$ cat src/design/dba_pkg.sv
package dba_pkg;
	localparam int ADDR_W = 16;
	localparam logic [15:0] IO_LO = 16'h0000;
	localparam logic [15:0] IO_HI = 16'h007F;
	localparam logic [15:0] XIO_LO = 16'h0F80;
	localparam logic [15:0] XIO_HI = 16'h0FFF;
	localparam logic [15:0] RAM_LO = 16'h0090;
	localparam logic [15:0] RAM_HI_BIG = 16'h047F;
	localparam logic [15:0] RAM_HI_SMALL = 16'h028F;
	localparam logic [15:0] GPR_LO = 16'h0100;
	localparam logic [15:0] GPR_HI = 16'h01FF;
	localparam logic [15:0] FLASH_LO = 16'h8000;
	localparam logic [15:0] NVR_LO = 16'hFFBB;
	localparam logic [15:0] NVR_HI = 16'hFFBF;
	localparam logic [15:0] VEC_LO = 16'hFFC0;
	localparam logic [15:0] VEC_HI = 16'hFFFF;
	localparam logic [15:0] BANK_BASE = 16'h0080;
	localparam logic [7:0] DIR_FIXED_HI = 8'h7F;
	localparam logic [2:0] BANK_SMALL_LAST = 3'h4;

	localparam logic [4:0] REG_SYSCFG = 5'h00;
	localparam logic [4:0] REG_BANK = 5'h04;
	localparam logic [4:0] REG_STATUS = 5'h08;
	localparam logic [4:0] REG_FAULT = 5'h0C;

	localparam int CFG_DRV_BIT = 0;
	localparam int CFG_FUNC_BIT = 1;
	localparam int CFG_GPIO_OUT_BIT = 2;
	localparam int CFG_GPIO_DIR_BIT = 3;
	localparam int BANK_PTR_LSB = 0;
	localparam int BANK_SMALL_BIT = 8;
	localparam int STAT_PIN_BIT = 0;
	localparam int STAT_EXTRST_BIT = 1;
	localparam int STAT_ADDR_LSB = 16;
	localparam int FAULT_RANGE_BIT = 0;

	localparam logic CFG_DRV_RST = 1'b1;
	localparam logic CFG_FUNC_RST = 1'b1;
	localparam logic CFG_GPIO_OUT_RST = 1'b0;
	localparam logic CFG_GPIO_DIR_RST = 1'b0;
	localparam logic [2:0] BANK_PTR_RST = 3'h0;
	localparam logic BANK_SMALL_RST = 1'b0;

	typedef enum logic [0:0] {
		DBA_BUS_IDLE = 1'b0,
		DBA_BUS_ACK = 1'b1
	} dba_bus_state_t;
endpackage

$ cat src/design/dba_bank_xlate.sv
`timescale 1ns/10ps
module dba_bank_xlate (
	input wire logic [7:0] operand_i,
	input wire logic [2:0] bank_ptr_i,
	input wire logic small_ram_i,
	output logic [15:0] phys_o,
	output logic range_err_o
);
	always_comb
	begin
		phys_o = {8'h00, operand_i};
		range_err_o = 1'b0;
		// Fixed window ignores the pointer; pointer zero leaves the upper half untouched
		if (operand_i > dba_pkg::DIR_FIXED_HI && bank_ptr_i != 3'h0)
		begin
			phys_o = dba_pkg::BANK_BASE + {6'h00, bank_ptr_i, 7'h00} + {9'h000, operand_i[6:0]};
			if (small_ram_i && phys_o > dba_pkg::RAM_HI_SMALL)
				range_err_o = 1'b1;
		end
	end
endmodule // dba_bank_xlate

$ cat src/design/dba_region_decode.sv
`timescale 1ns/10ps
module dba_region_decode (
	input wire logic [15:0] addr_i,
	input wire logic small_ram_i,
	output logic sel_io_o,
	output logic sel_xio_o,
	output logic sel_ram_o,
	output logic sel_gpr_o,
	output logic sel_flash_o,
	output logic sel_nvr_o,
	output logic sel_vec_o,
	output logic sel_none_o
);
	function automatic logic in_span(input logic [15:0] a, input logic [15:0] lo,
		input logic [15:0] hi);
		in_span = (a >= lo) && (a <= hi);
	endfunction

	logic [15:0] ram_hi;

	always_comb
	begin
		ram_hi = small_ram_i ? dba_pkg::RAM_HI_SMALL : dba_pkg::RAM_HI_BIG;
		sel_io_o = in_span(addr_i, dba_pkg::IO_LO, dba_pkg::IO_HI);
		sel_xio_o = in_span(addr_i, dba_pkg::XIO_LO, dba_pkg::XIO_HI);
		sel_gpr_o = in_span(addr_i, dba_pkg::GPR_LO, dba_pkg::GPR_HI);
		sel_ram_o = in_span(addr_i, dba_pkg::RAM_LO, ram_hi) && !sel_gpr_o;
		sel_nvr_o = in_span(addr_i, dba_pkg::NVR_LO, dba_pkg::NVR_HI);
		sel_vec_o = in_span(addr_i, dba_pkg::VEC_LO, dba_pkg::VEC_HI);
		sel_flash_o = in_span(addr_i, dba_pkg::FLASH_LO, dba_pkg::NVR_LO - 16'h0001);
		// Gaps in the 64 KB map land here so exactly one select is always high
		sel_none_o = !(sel_io_o || sel_xio_o || sel_gpr_o || sel_ram_o || sel_nvr_o
			|| sel_vec_o || sel_flash_o);
	end
endmodule // dba_region_decode

$ cat src/design/dba_map_top.sv
// Decided for this implementation: the Avalon-MM slave port and the register addresses.
`timescale 1ns/10ps
module dba_map_top (
	input wire logic clk_i,
	input wire logic srst_i,
	input wire logic [4:0] avs_address_i,
	input wire logic avs_read_i,
	input wire logic avs_write_i,
	input wire logic [31:0] avs_writedata_i,
	input wire logic [3:0] avs_byteenable_i,
	output logic [31:0] avs_readdata_o,
	output logic avs_waitrequest_o,
	input wire logic [15:0] cpu_addr_i,
	input wire logic [7:0] cpu_operand_i,
	input wire logic cpu_direct_i,
	output logic [15:0] phys_addr_o,
	output logic sel_io_o,
	output logic sel_xio_o,
	output logic sel_ram_o,
	output logic sel_gpr_o,
	output logic sel_flash_o,
	output logic sel_nvr_o,
	output logic sel_vec_o,
	output logic sel_none_o,
	output logic [4:0] vec_slot_o,
	output logic range_err_o,
	input wire logic internal_reset_i,
	input wire logic shared_reset_port_pin_i,
	output logic shared_reset_port_pin_o,
	output logic shared_reset_port_pin_oe_o,
	output logic ext_reset_req_o,
	output logic gpio_in_o
);
	dba_pkg::dba_bus_state_t bus_state;
	logic reset_pin_drive_enable;
	logic reset_pin_function_select;
	logic gpio_out;
	logic gpio_dir;
	logic [2:0] direct_bank_pointer;
	logic small_ram;
	logic range_fault;
	logic [15:0] next_phys;
	logic xlate_err;
	logic next_io;
	logic next_xio;
	logic next_ram;
	logic next_gpr;
	logic next_flash;
	logic next_nvr;
	logic next_vec;
	logic next_none;
	logic next_err;
	logic [31:0] next_rdata;
	logic [15:0] bank_phys;
	logic bus_req;
	logic bus_wr_take;

	assign bus_req = avs_read_i || avs_write_i;
	assign bus_wr_take = (bus_state == dba_pkg::DBA_BUS_ACK) && avs_write_i;

	dba_bank_xlate u_xlate (
		.operand_i(cpu_operand_i),
		.bank_ptr_i(direct_bank_pointer),
		.small_ram_i(small_ram),
		.phys_o(bank_phys),
		.range_err_o(xlate_err)
	);

	// Full-width accesses bypass the bank pointer entirely
	assign next_phys = cpu_direct_i ? bank_phys : cpu_addr_i;
	assign next_err = cpu_direct_i && xlate_err;

	dba_region_decode u_decode (
		.addr_i(next_phys),
		.small_ram_i(small_ram),
		.sel_io_o(next_io),
		.sel_xio_o(next_xio),
		.sel_ram_o(next_ram),
		.sel_gpr_o(next_gpr),
		.sel_flash_o(next_flash),
		.sel_nvr_o(next_nvr),
		.sel_vec_o(next_vec),
		.sel_none_o(next_none)
	);

	// Registered so every select is glitch free; the CPU samples one edge later
	always_ff @(posedge clk_i)
	begin
		if (srst_i)
		begin
			phys_addr_o <= 16'h0000;
			sel_io_o <= 1'b0;
			sel_xio_o <= 1'b0;
			sel_ram_o <= 1'b0;
			sel_gpr_o <= 1'b0;
			sel_flash_o <= 1'b0;
			sel_nvr_o <= 1'b0;
			sel_vec_o <= 1'b0;
			sel_none_o <= 1'b1;
			range_err_o <= 1'b0;
		end
		else
		begin
			phys_addr_o <= next_phys;
			sel_io_o <= next_io && !(cpu_direct_i && next_err);
			sel_xio_o <= next_xio && !cpu_direct_i;
			sel_ram_o <= next_ram && !next_err;
			sel_gpr_o <= next_gpr && !next_err;
			sel_flash_o <= next_flash && !cpu_direct_i;
			sel_nvr_o <= next_nvr && !cpu_direct_i;
			sel_vec_o <= next_vec && !cpu_direct_i;
			sel_none_o <= next_none || next_err || (cpu_direct_i
				&& (next_xio || next_flash || next_nvr || next_vec));
			range_err_o <= next_err;
		end
	end

	// Word slot of the vector entry; the entry itself is read as data from flash
	always_ff @(posedge clk_i)
	begin
		if (srst_i)
			vec_slot_o <= 5'h00;
		else
			vec_slot_o <= next_phys[5:1];
	end

	always_ff @(posedge clk_i)
	begin
		if (srst_i)
			bus_state <= dba_pkg::DBA_BUS_IDLE;
		else
		begin
			case (bus_state)
				dba_pkg::DBA_BUS_IDLE:
					if (bus_req)
						bus_state <= dba_pkg::DBA_BUS_ACK;
				dba_pkg::DBA_BUS_ACK:
					bus_state <= dba_pkg::DBA_BUS_IDLE;
				default:
					bus_state <= dba_pkg::DBA_BUS_IDLE;
			endcase
		end
	end

	always_ff @(posedge clk_i)
	begin
		if (srst_i)
			avs_waitrequest_o <= 1'b1;
		else
			avs_waitrequest_o <= !((bus_state == dba_pkg::DBA_BUS_IDLE) && bus_req);
	end

	always_comb
	begin
		next_rdata = 32'h0000_0000;
		case (avs_address_i)
			dba_pkg::REG_SYSCFG:
			begin
				next_rdata[dba_pkg::CFG_DRV_BIT] = reset_pin_drive_enable;
				next_rdata[dba_pkg::CFG_FUNC_BIT] = reset_pin_function_select;
				next_rdata[dba_pkg::CFG_GPIO_OUT_BIT] = gpio_out;
				next_rdata[dba_pkg::CFG_GPIO_DIR_BIT] = gpio_dir;
			end
			dba_pkg::REG_BANK:
			begin
				next_rdata[dba_pkg::BANK_PTR_LSB +: 3] = direct_bank_pointer;
				next_rdata[dba_pkg::BANK_SMALL_BIT] = small_ram;
			end
			dba_pkg::REG_STATUS:
			begin
				next_rdata[dba_pkg::STAT_PIN_BIT] = shared_reset_port_pin_i;
				next_rdata[dba_pkg::STAT_EXTRST_BIT] = ext_reset_req_o;
				next_rdata[dba_pkg::STAT_ADDR_LSB +: 16] = phys_addr_o;
			end
			dba_pkg::REG_FAULT:
				next_rdata[dba_pkg::FAULT_RANGE_BIT] = range_fault;
			default:
				next_rdata = 32'h0000_0000;
		endcase
	end

	always_ff @(posedge clk_i)
	begin
		if (srst_i)
			avs_readdata_o <= 32'h0000_0000;
		else if ((bus_state == dba_pkg::DBA_BUS_IDLE) && avs_read_i)
			avs_readdata_o <= next_rdata;
	end

	// Reset restores the pin to its reset role with output drive on
	always_ff @(posedge clk_i)
	begin
		if (srst_i)
		begin
			reset_pin_drive_enable <= dba_pkg::CFG_DRV_RST;
			reset_pin_function_select <= dba_pkg::CFG_FUNC_RST;
			gpio_out <= dba_pkg::CFG_GPIO_OUT_RST;
			gpio_dir <= dba_pkg::CFG_GPIO_DIR_RST;
		end
		else if (bus_wr_take && avs_address_i == dba_pkg::REG_SYSCFG && avs_byteenable_i[0])
		begin
			reset_pin_drive_enable <= avs_writedata_i[dba_pkg::CFG_DRV_BIT];
			reset_pin_function_select <= avs_writedata_i[dba_pkg::CFG_FUNC_BIT];
			gpio_out <= avs_writedata_i[dba_pkg::CFG_GPIO_OUT_BIT];
			gpio_dir <= avs_writedata_i[dba_pkg::CFG_GPIO_DIR_BIT];
		end
	end

	always_ff @(posedge clk_i)
	begin
		if (srst_i)
			direct_bank_pointer <= dba_pkg::BANK_PTR_RST;
		else if (bus_wr_take && avs_address_i == dba_pkg::REG_BANK && avs_byteenable_i[0])
			direct_bank_pointer <= avs_writedata_i[dba_pkg::BANK_PTR_LSB +: 3];
	end

	always_ff @(posedge clk_i)
	begin
		if (srst_i)
			small_ram <= dba_pkg::BANK_SMALL_RST;
		else if (bus_wr_take && avs_address_i == dba_pkg::REG_BANK && avs_byteenable_i[1])
			small_ram <= avs_writedata_i[dba_pkg::BANK_SMALL_BIT];
	end

	// Sticky: a new fault in the clearing cycle keeps the flag set
	always_ff @(posedge clk_i)
	begin
		if (srst_i)
			range_fault <= 1'b0;
		else if (next_err)
			range_fault <= 1'b1;
		else if (bus_wr_take && avs_address_i == dba_pkg::REG_FAULT && avs_byteenable_i[0]
			&& avs_writedata_i[dba_pkg::FAULT_RANGE_BIT])
			range_fault <= 1'b0;
	end

	// Pin is open-drain style in reset role: it only ever pulls low
	always_ff @(posedge clk_i)
	begin
		if (srst_i)
		begin
			shared_reset_port_pin_o <= 1'b0;
			shared_reset_port_pin_oe_o <= 1'b0;
			ext_reset_req_o <= 1'b0;
			gpio_in_o <= 1'b0;
		end
		else if (reset_pin_function_select)
		begin
			shared_reset_port_pin_o <= 1'b0;
			shared_reset_port_pin_oe_o <= reset_pin_drive_enable && internal_reset_i;
			ext_reset_req_o <= !shared_reset_port_pin_i;
			gpio_in_o <= 1'b0;
		end
		else
		begin
			shared_reset_port_pin_o <= gpio_out;
			shared_reset_port_pin_oe_o <= gpio_dir;
			ext_reset_req_o <= 1'b0;
			gpio_in_o <= shared_reset_port_pin_i;
		end
	end
endmodule // dba_map_top

$ cat config.mk
export PLATFORM = sky130hd
export DESIGN_NAME = dba_map_top
export DESIGN_NICKNAME = d
export VERILOG_FILES = /design/src/design/dba_pkg.sv /design/src/design/dba_bank_xlate.sv /design/src/design/dba_region_decode.sv /design/src/design/dba_map_top.sv
export SDC_FILE = /design/constraint.sdc
export NUM_CORES = 1
export LEC_CHECK = 0
export ABC_CLOCK_PERIOD_IN_PS = 2300
export BUFFER_PORTS_ARGS = -buffer_cell sky130_fd_sc_hd__buf_2
export CELL_PAD_IN_SITES_DETAIL_PLACEMENT = 1
export CELL_PAD_IN_SITES_GLOBAL_PLACEMENT = 1
export CORE_ASPECT_RATIO = 1.4
export CORE_UTILIZATION = 29
export DETAILED_ROUTE_END_ITERATION = 10
export GPL_TIMING_DRIVEN = 1
export PLACE_DENSITY_LB_ADDON = 0.1
export SKIP_CTS_REPAIR_TIMING = 1
export SLEW_MARGIN = 25
export SYNTH_ARGS = -nofsm -noshare
export SYNTH_HDL_FRONTEND = slang
export SYNTH_SLANG_ARGS = --single-unit
$ cat constraint.sdc
create_clock -name clk_i -period 2.3 [get_ports clk_i]
set_input_delay 0.23 -clock clk_i [delete_from_list [all_inputs] [get_ports clk_i]]
set_output_delay 0.23 -clock clk_i [all_outputs]
set_load 0.03 [all_outputs]
[After elaboration in Yosys (flattened, before gate mapping)]
Cells that the tools add are included.
Cells by class
  bitwise operators: 2
  mux-type cells: 16
  $lt $le $gt $ge: 16
  add/subtract/negate cells: 2
  equality and inequality tests: 3
  reduce and logical (&&, ||, !) cells: 56
Operators by type and width (number)
  $ge A16 B16 Y1 const B: 3
  $le A16 B16 Y1 const B: 3
  $mux W16: 3
  $logic_and A1 B1 Y1: 32
  $add A16 B7 Y16: 1
  $ge A16 B1 Y1 const B: 1
  $ge A16 B12 Y1 const B: 1
  $ge A16 B8 Y1 const B: 1
  $ge A16 B9 Y1 const B: 1
  $gt A16 B10 Y1 const B: 1
  $le A16 B12 Y1 const B: 1
  $le A16 B16 Y1: 1
  $le A16 B7 Y1 const B: 1
  $le A16 B9 Y1 const B: 1
  $logic_or A1 B1 Y1: 12
  $add A8 B10 Y11 const A: 1
  $mux W11: 1
  $eq A5 B4 Y1 const B: 2
  $gt A8 B7 Y1 const B: 1
  $mux W1: 8
  $logic_not A1 Y1: 7
  $eq A5 B3 Y1 const B: 1
  $logic_not A5 Y1: 1
  $pmux W1 S2: 2
  other kinds (6): 8
Storage, ports and cells
  output and inout bits: 67
  word-level logic and storage cells: 120
  input bits: 72
  register bits after elaboration: 66

[Logic depth before layout (Yosys ltp)]
  word-level depth: 15
  mapped depth: 11
  gate-level depth less buffers: 11

[Modules after synthesis]
A second synthesis with hierarchy kept.
Unflattened totals
  cells, all modules: 336
  area total of the unflattened synthesis: 3031.7 um2
Modules (own cells, without submodules)
  dba_map_top: instances 1, area each 2447.3 um2, cells an instance 259
  dba_region_decode: instances 1, area each 349.1 um2, cells an instance 45
  dba_bank_xlate: instances 1, area each 235.2 um2, cells an instance 32

[Least setup slack after synthesis]
OpenSTA, ideal clock, no wires.
  kind: flip-flop to flip-flop
  start: register direct_bank_pointer[0]
  end: register sel_none_o
  path slack: -0.012 ns
  data arrival time: 2.185 ns
  required time: 2.173 ns
  stages on the path, launching flop included: 12
  path through: dfxtp_1 inv_1 ha_1 or3b_1 a31o_2 inv_1 ha_1 o21a_1 nor2_1 a21oi_1 a211oi_1 o31ai_1
On the way
  longest elaborated chain between the ends: 15
  elaborated cells on any way between the ends: 47
RTL lines
  start, declared: line dba_map_top.sv:39  | logic [2:0] direct_bank_pointer;
  start signal, assigned: line dba_map_top.sv:212  | direct_bank_pointer <= dba_pkg::BANK_PTR_RST;
  start signal, assigned: line dba_map_top.sv:214  | direct_bank_pointer <= avs_writedata_i[dba_pkg::BANK_PTR_LSB +: 3];
  $add A8 B10 Y11 / $reduce_bool A3 Y1 (equally long branches): line dba_bank_xlate.sv:16, dba_bank_xlate.sv:14
  $add A16 B7 Y16 / $logic_and A1 B1 Y1 (equally long branches): line dba_bank_xlate.sv:16, dba_bank_xlate.sv:14
  $mux W16 (*): line dba_bank_xlate.sv:14  | if (operand_i > dba_pkg::DIR_FIXED_HI && bank_ptr_i != 3'h0)
  $mux W16 (*): line dba_map_top.sv:70  | assign next_phys = cpu_direct_i ? bank_phys : cpu_addr_i;
  named net next_phys[9]: line dba_map_top.sv:42  | logic [15:0] next_phys;
  $ge A16 B1 Y1, or another cell as far along: line dba_region_decode.sv:16  | in_span = (a >= lo) && (a <= hi);
  $logic_and A1 B1 Y1: line dba_region_decode.sv:16
  $logic_or A1 B1 Y1 / $logic_not A1 Y1 (equally long branches): line dba_region_decode.sv:32, dba_region_decode.sv:27
  $logic_or A1 B1 Y1 / $logic_and A1 B1 Y1 (equally long branches): line dba_region_decode.sv:32, dba_region_decode.sv:27
  $logic_or A1 B1 Y1 (2 in a row): line dba_region_decode.sv:32  | sel_none_o = !(sel_io_o || sel_xio_o || sel_gpr_o || sel_ram_o || sel_nvr_o
  $logic_or A1 B1 Y1 (2 in a row): line dba_region_decode.sv:33  | || sel_vec_o || sel_flash_o);
  $logic_not A1 Y1: line dba_region_decode.sv:32
  $logic_or A1 B1 Y1: line dba_map_top.sv:112  | sel_none_o <= next_none || next_err || (cpu_direct_i
  $logic_or A1 B1 Y1 (*): line dba_map_top.sv:112
  end signal, assigned: line dba_map_top.sv:112
  end, declared: line dba_map_top.sv:24  | output logic sel_none_o,
Mark *: on every way through the listed nets, which the timed path passes. The rest lies on a longest branch.
A chain may end at the register's enable or synchronous reset.

[Final worst setup path]
Ends and elaborated chain as after synthesis.

==> reports/summary.txt <==
placed cell area - 3320 µm²
core area - 8980 µm²
PwrDens - 734 nW/µm²
Post-Route WL - 7910 µm
all-layer global routing usage - 0.164
fin crit share - 1.01
Crit. End Element - flop
Std-Cell Rows - 41
Final min period - 2330 ps
met1 GRT Util - 0.185
worst hold path type - in2reg
global-route wire length before repair - 12,100 µm
clk buf depth - 2
fraction of layout cells with a size suffix above 1 - 0.385
design area - 3680 µm²
max cap viols - 0
CTS clk-pin slew, worst paths - 50 ps
status - finished with violations
critical path class - reg2reg
drt pass-1 iters - 4
failing checks - setup timing
NumNets Final - 481
largest register by flop count - avs_readdata_o
Top FF cell, synth - dfxtp_1
Levels on crit path - 12
start of the worst register-to-register path - direct_bank_pointer[0]$_SDFFE_PP0P_
Final WS setup - -28.8 ps
Slew Limit Fails - 0
Netlist cell types - 54
CTS tree - done
# clock sinks - 61
leakage power - 1.74 nW
diode count - 0
CTS Buf Count - 9
1st-iter DRT viols - 69
CP Launch Point - direct_bank_pointer[0]$_SDFFE_PP0P_
max reg flops - 21
unrepaired setup endpoints after global routing - true
Async SR Flop Fraction - 0
Vias per Instance - 4.86
Worst Setup EP - sel_none_o$_SDFF_PP1_
Area Growth Syn to Fin - 37.4%
Max IR drop VDD - 0.441 mV
busiest metal layer after global routing - met2
commonest non-fill, non-tap cell in the layout - buf_2
final hold vios - 0
GR met2 Demand/Resource - 0.289
crit start category - flop
biggest regs - avs_readdata_o (21), phys_addr_o (16), direct_bank_pointer (3)
Final ANT Viol Nets - 0
CP Cell Sequence - inv_4 -> ha_4 -> or3b_4 -> a31o_4 -> inv_4 -> ha_4 -> o21a_1 -> nor2_1 -> a21oi_1 -> a211oi_2 -> buf_4 -> o31ai_1
DR vias - 2,490
Peak Freq - 0.429 GHz
DR WL/cell - 15.5 µm
initial core utilization - 0.299
GR Util met3 - 0.0385
family with the most delay on the worst path - compound AO/OA/AOI/OAI gates
crit-path max FO - 4
multi-input logic area - 1320 µm²
IO Port Bufs - 98
CP arrival - 2530 ps
slowest cell on the critical path - dfxtp_4
syn_area_per_cell - 9.37 µm²
commonest non-fill, non-tap cells in the layout - buf_2, dfxtp_1, nor2_1
Die X - 83.2 µm
# IOs - 139
R2R Path End - sel_none_o$_SDFF_PP1_
buffers plus inverters on the worst setup path - 3
CP required - 2510 ps
Post-synth EDFFs - 0
sequential area share after synthesis - 0.456
Fillers - 1,080
vias in the first global route - 2,456
FF-to-FF setup slack - -30 ps
Post-Syn Area - 2680 µm²
synthesized flop and latch total - 61
Setup TNS Final - -33.6 ps
initial antenna violation count - 0
# DRC - 0
GP Congestion - 0.747
DP Wirelength - 6120 µm
Gate Count Post-Synth - 286
largest net degree at the start of global routing - 25
clk_skew - 4.88 ps
global route total overflow - 0
# setup viols final - 2
Worst R2R Path Depth - 12
CP max stage delay - 380 ps
Register Area - 1230 µm²
Die H - 116 µm
clk_lat worst skew - 320 ps
synth warn - 0
Hold WS - 114 ps
root buffer cell - clkbuf_16
H-tree levels - 3
Die ar. - 9640 µm²
[report_power, final]
| part | total [mW] | switching, mW | internal [mW] | leakage (nW) |
|---|---|---|---|---|
| Combinational | 0.331 | 0.216 | 0.115 | 1.10 |
| Sequential | 1.10 | 0.0152 | 1.08 | 0.499 |
| Clock | 1.27 | 0.449 | 0.825 | 0.138 |
| Total | 2.70 | 0.680 | 2.02 | 1.74 |
[logic make-up (layout without fill, tap and decap cells)]
group,Yosys count,count (layout),share of synthesized area
multiplexers,16,16,0.0654
other,1,11,0.00140
buffers and inverters,39,148,0.0836
XOR/XNOR,1,1,0.00327
AND/OR/NAND/NOR,105,105,0.211
adder cells (fa/ha/maj),8,8,0.0373
AO/OA/AOI/OAI,55,55,0.142
flip-flops,61,61,0.456
[stage by stage]
stage	instances	setup slack (ps)	utilization	total power, mW
CTS	508	-267	0.401	2.73
finish	512	-28.8	0.410	2.70
detailed placement	493	-240	0.370	1.45
global placement	493	-225	0.370	1.44
floorplan	296	17.3	-	1.34
global route	512	-120	0.410	2.81
[how the worst min path moves through the flow]
stage	from	endpoint	slack, ps	cells past startpoint
2_1_floorplan	shared_reset_port_pin_i	ext_reset_req_o$_SDFF_PP0_	310	1
3_3_place_gp	shared_reset_port_pin_i	ext_reset_req_o$_SDFF_PP0_	430	2
3_5_place_dp	shared_reset_port_pin_i	ext_reset_req_o$_SDFF_PP0_	430	2
4_1_cts	shared_reset_port_pin_i	ext_reset_req_o$_SDFF_PP0_	90	2
5_1_grt	shared_reset_port_pin_i	ext_reset_req_o$_SDFF_PP0_	100	2
6_report	shared_reset_port_pin_i	ext_reset_req_o$_SDFF_PP0_	110	2
[metal layers]
metal | wire length, µm | vias up
met1 | 3330 | 1182
met3 | 361 | 15
li1 | - | 1222
met4 | 190 | 0
met5 | 0 | -
met2 | 4030 | 71
[area by class of cell]
class | count | area share
tap | 107 | 0.0363
clock buffer | 10 | 0.0622
multi-input combinational | 196 | 0.358
clock inverter | 5 | 0.0143
timing repair buffer | 123 | 0.184
sequential | 61 | 0.334
inverter | 10 | 0.0115
[synth_stat cells, drive strengths merged, types with 3 or more instances]
cell | count | share of area
ha | 8 | 0.037
nand3 | 7 | 0.013
nor3 | 5 | 0.0093
dfxtp | 61 | 0.46
nor2b | 7 | 0.016
a211oi | 3 | 0.0084
and4 | 3 | 0.0098
buf | 21 | 0.058
nand2 | 9 | 0.013
nand2b | 5 | 0.012
nand4 | 5 | 0.012
clkbuf | 8 | 0.011
a22oi | 18 | 0.050
nor3b | 4 | 0.011
nor2 | 41 | 0.057
a21oi | 10 | 0.019
and2 | 6 | 0.014
o21ai | 7 | 0.013
inv | 10 | 0.014
mux2i | 13 | 0.049
(Power assumes the default switching activity.)
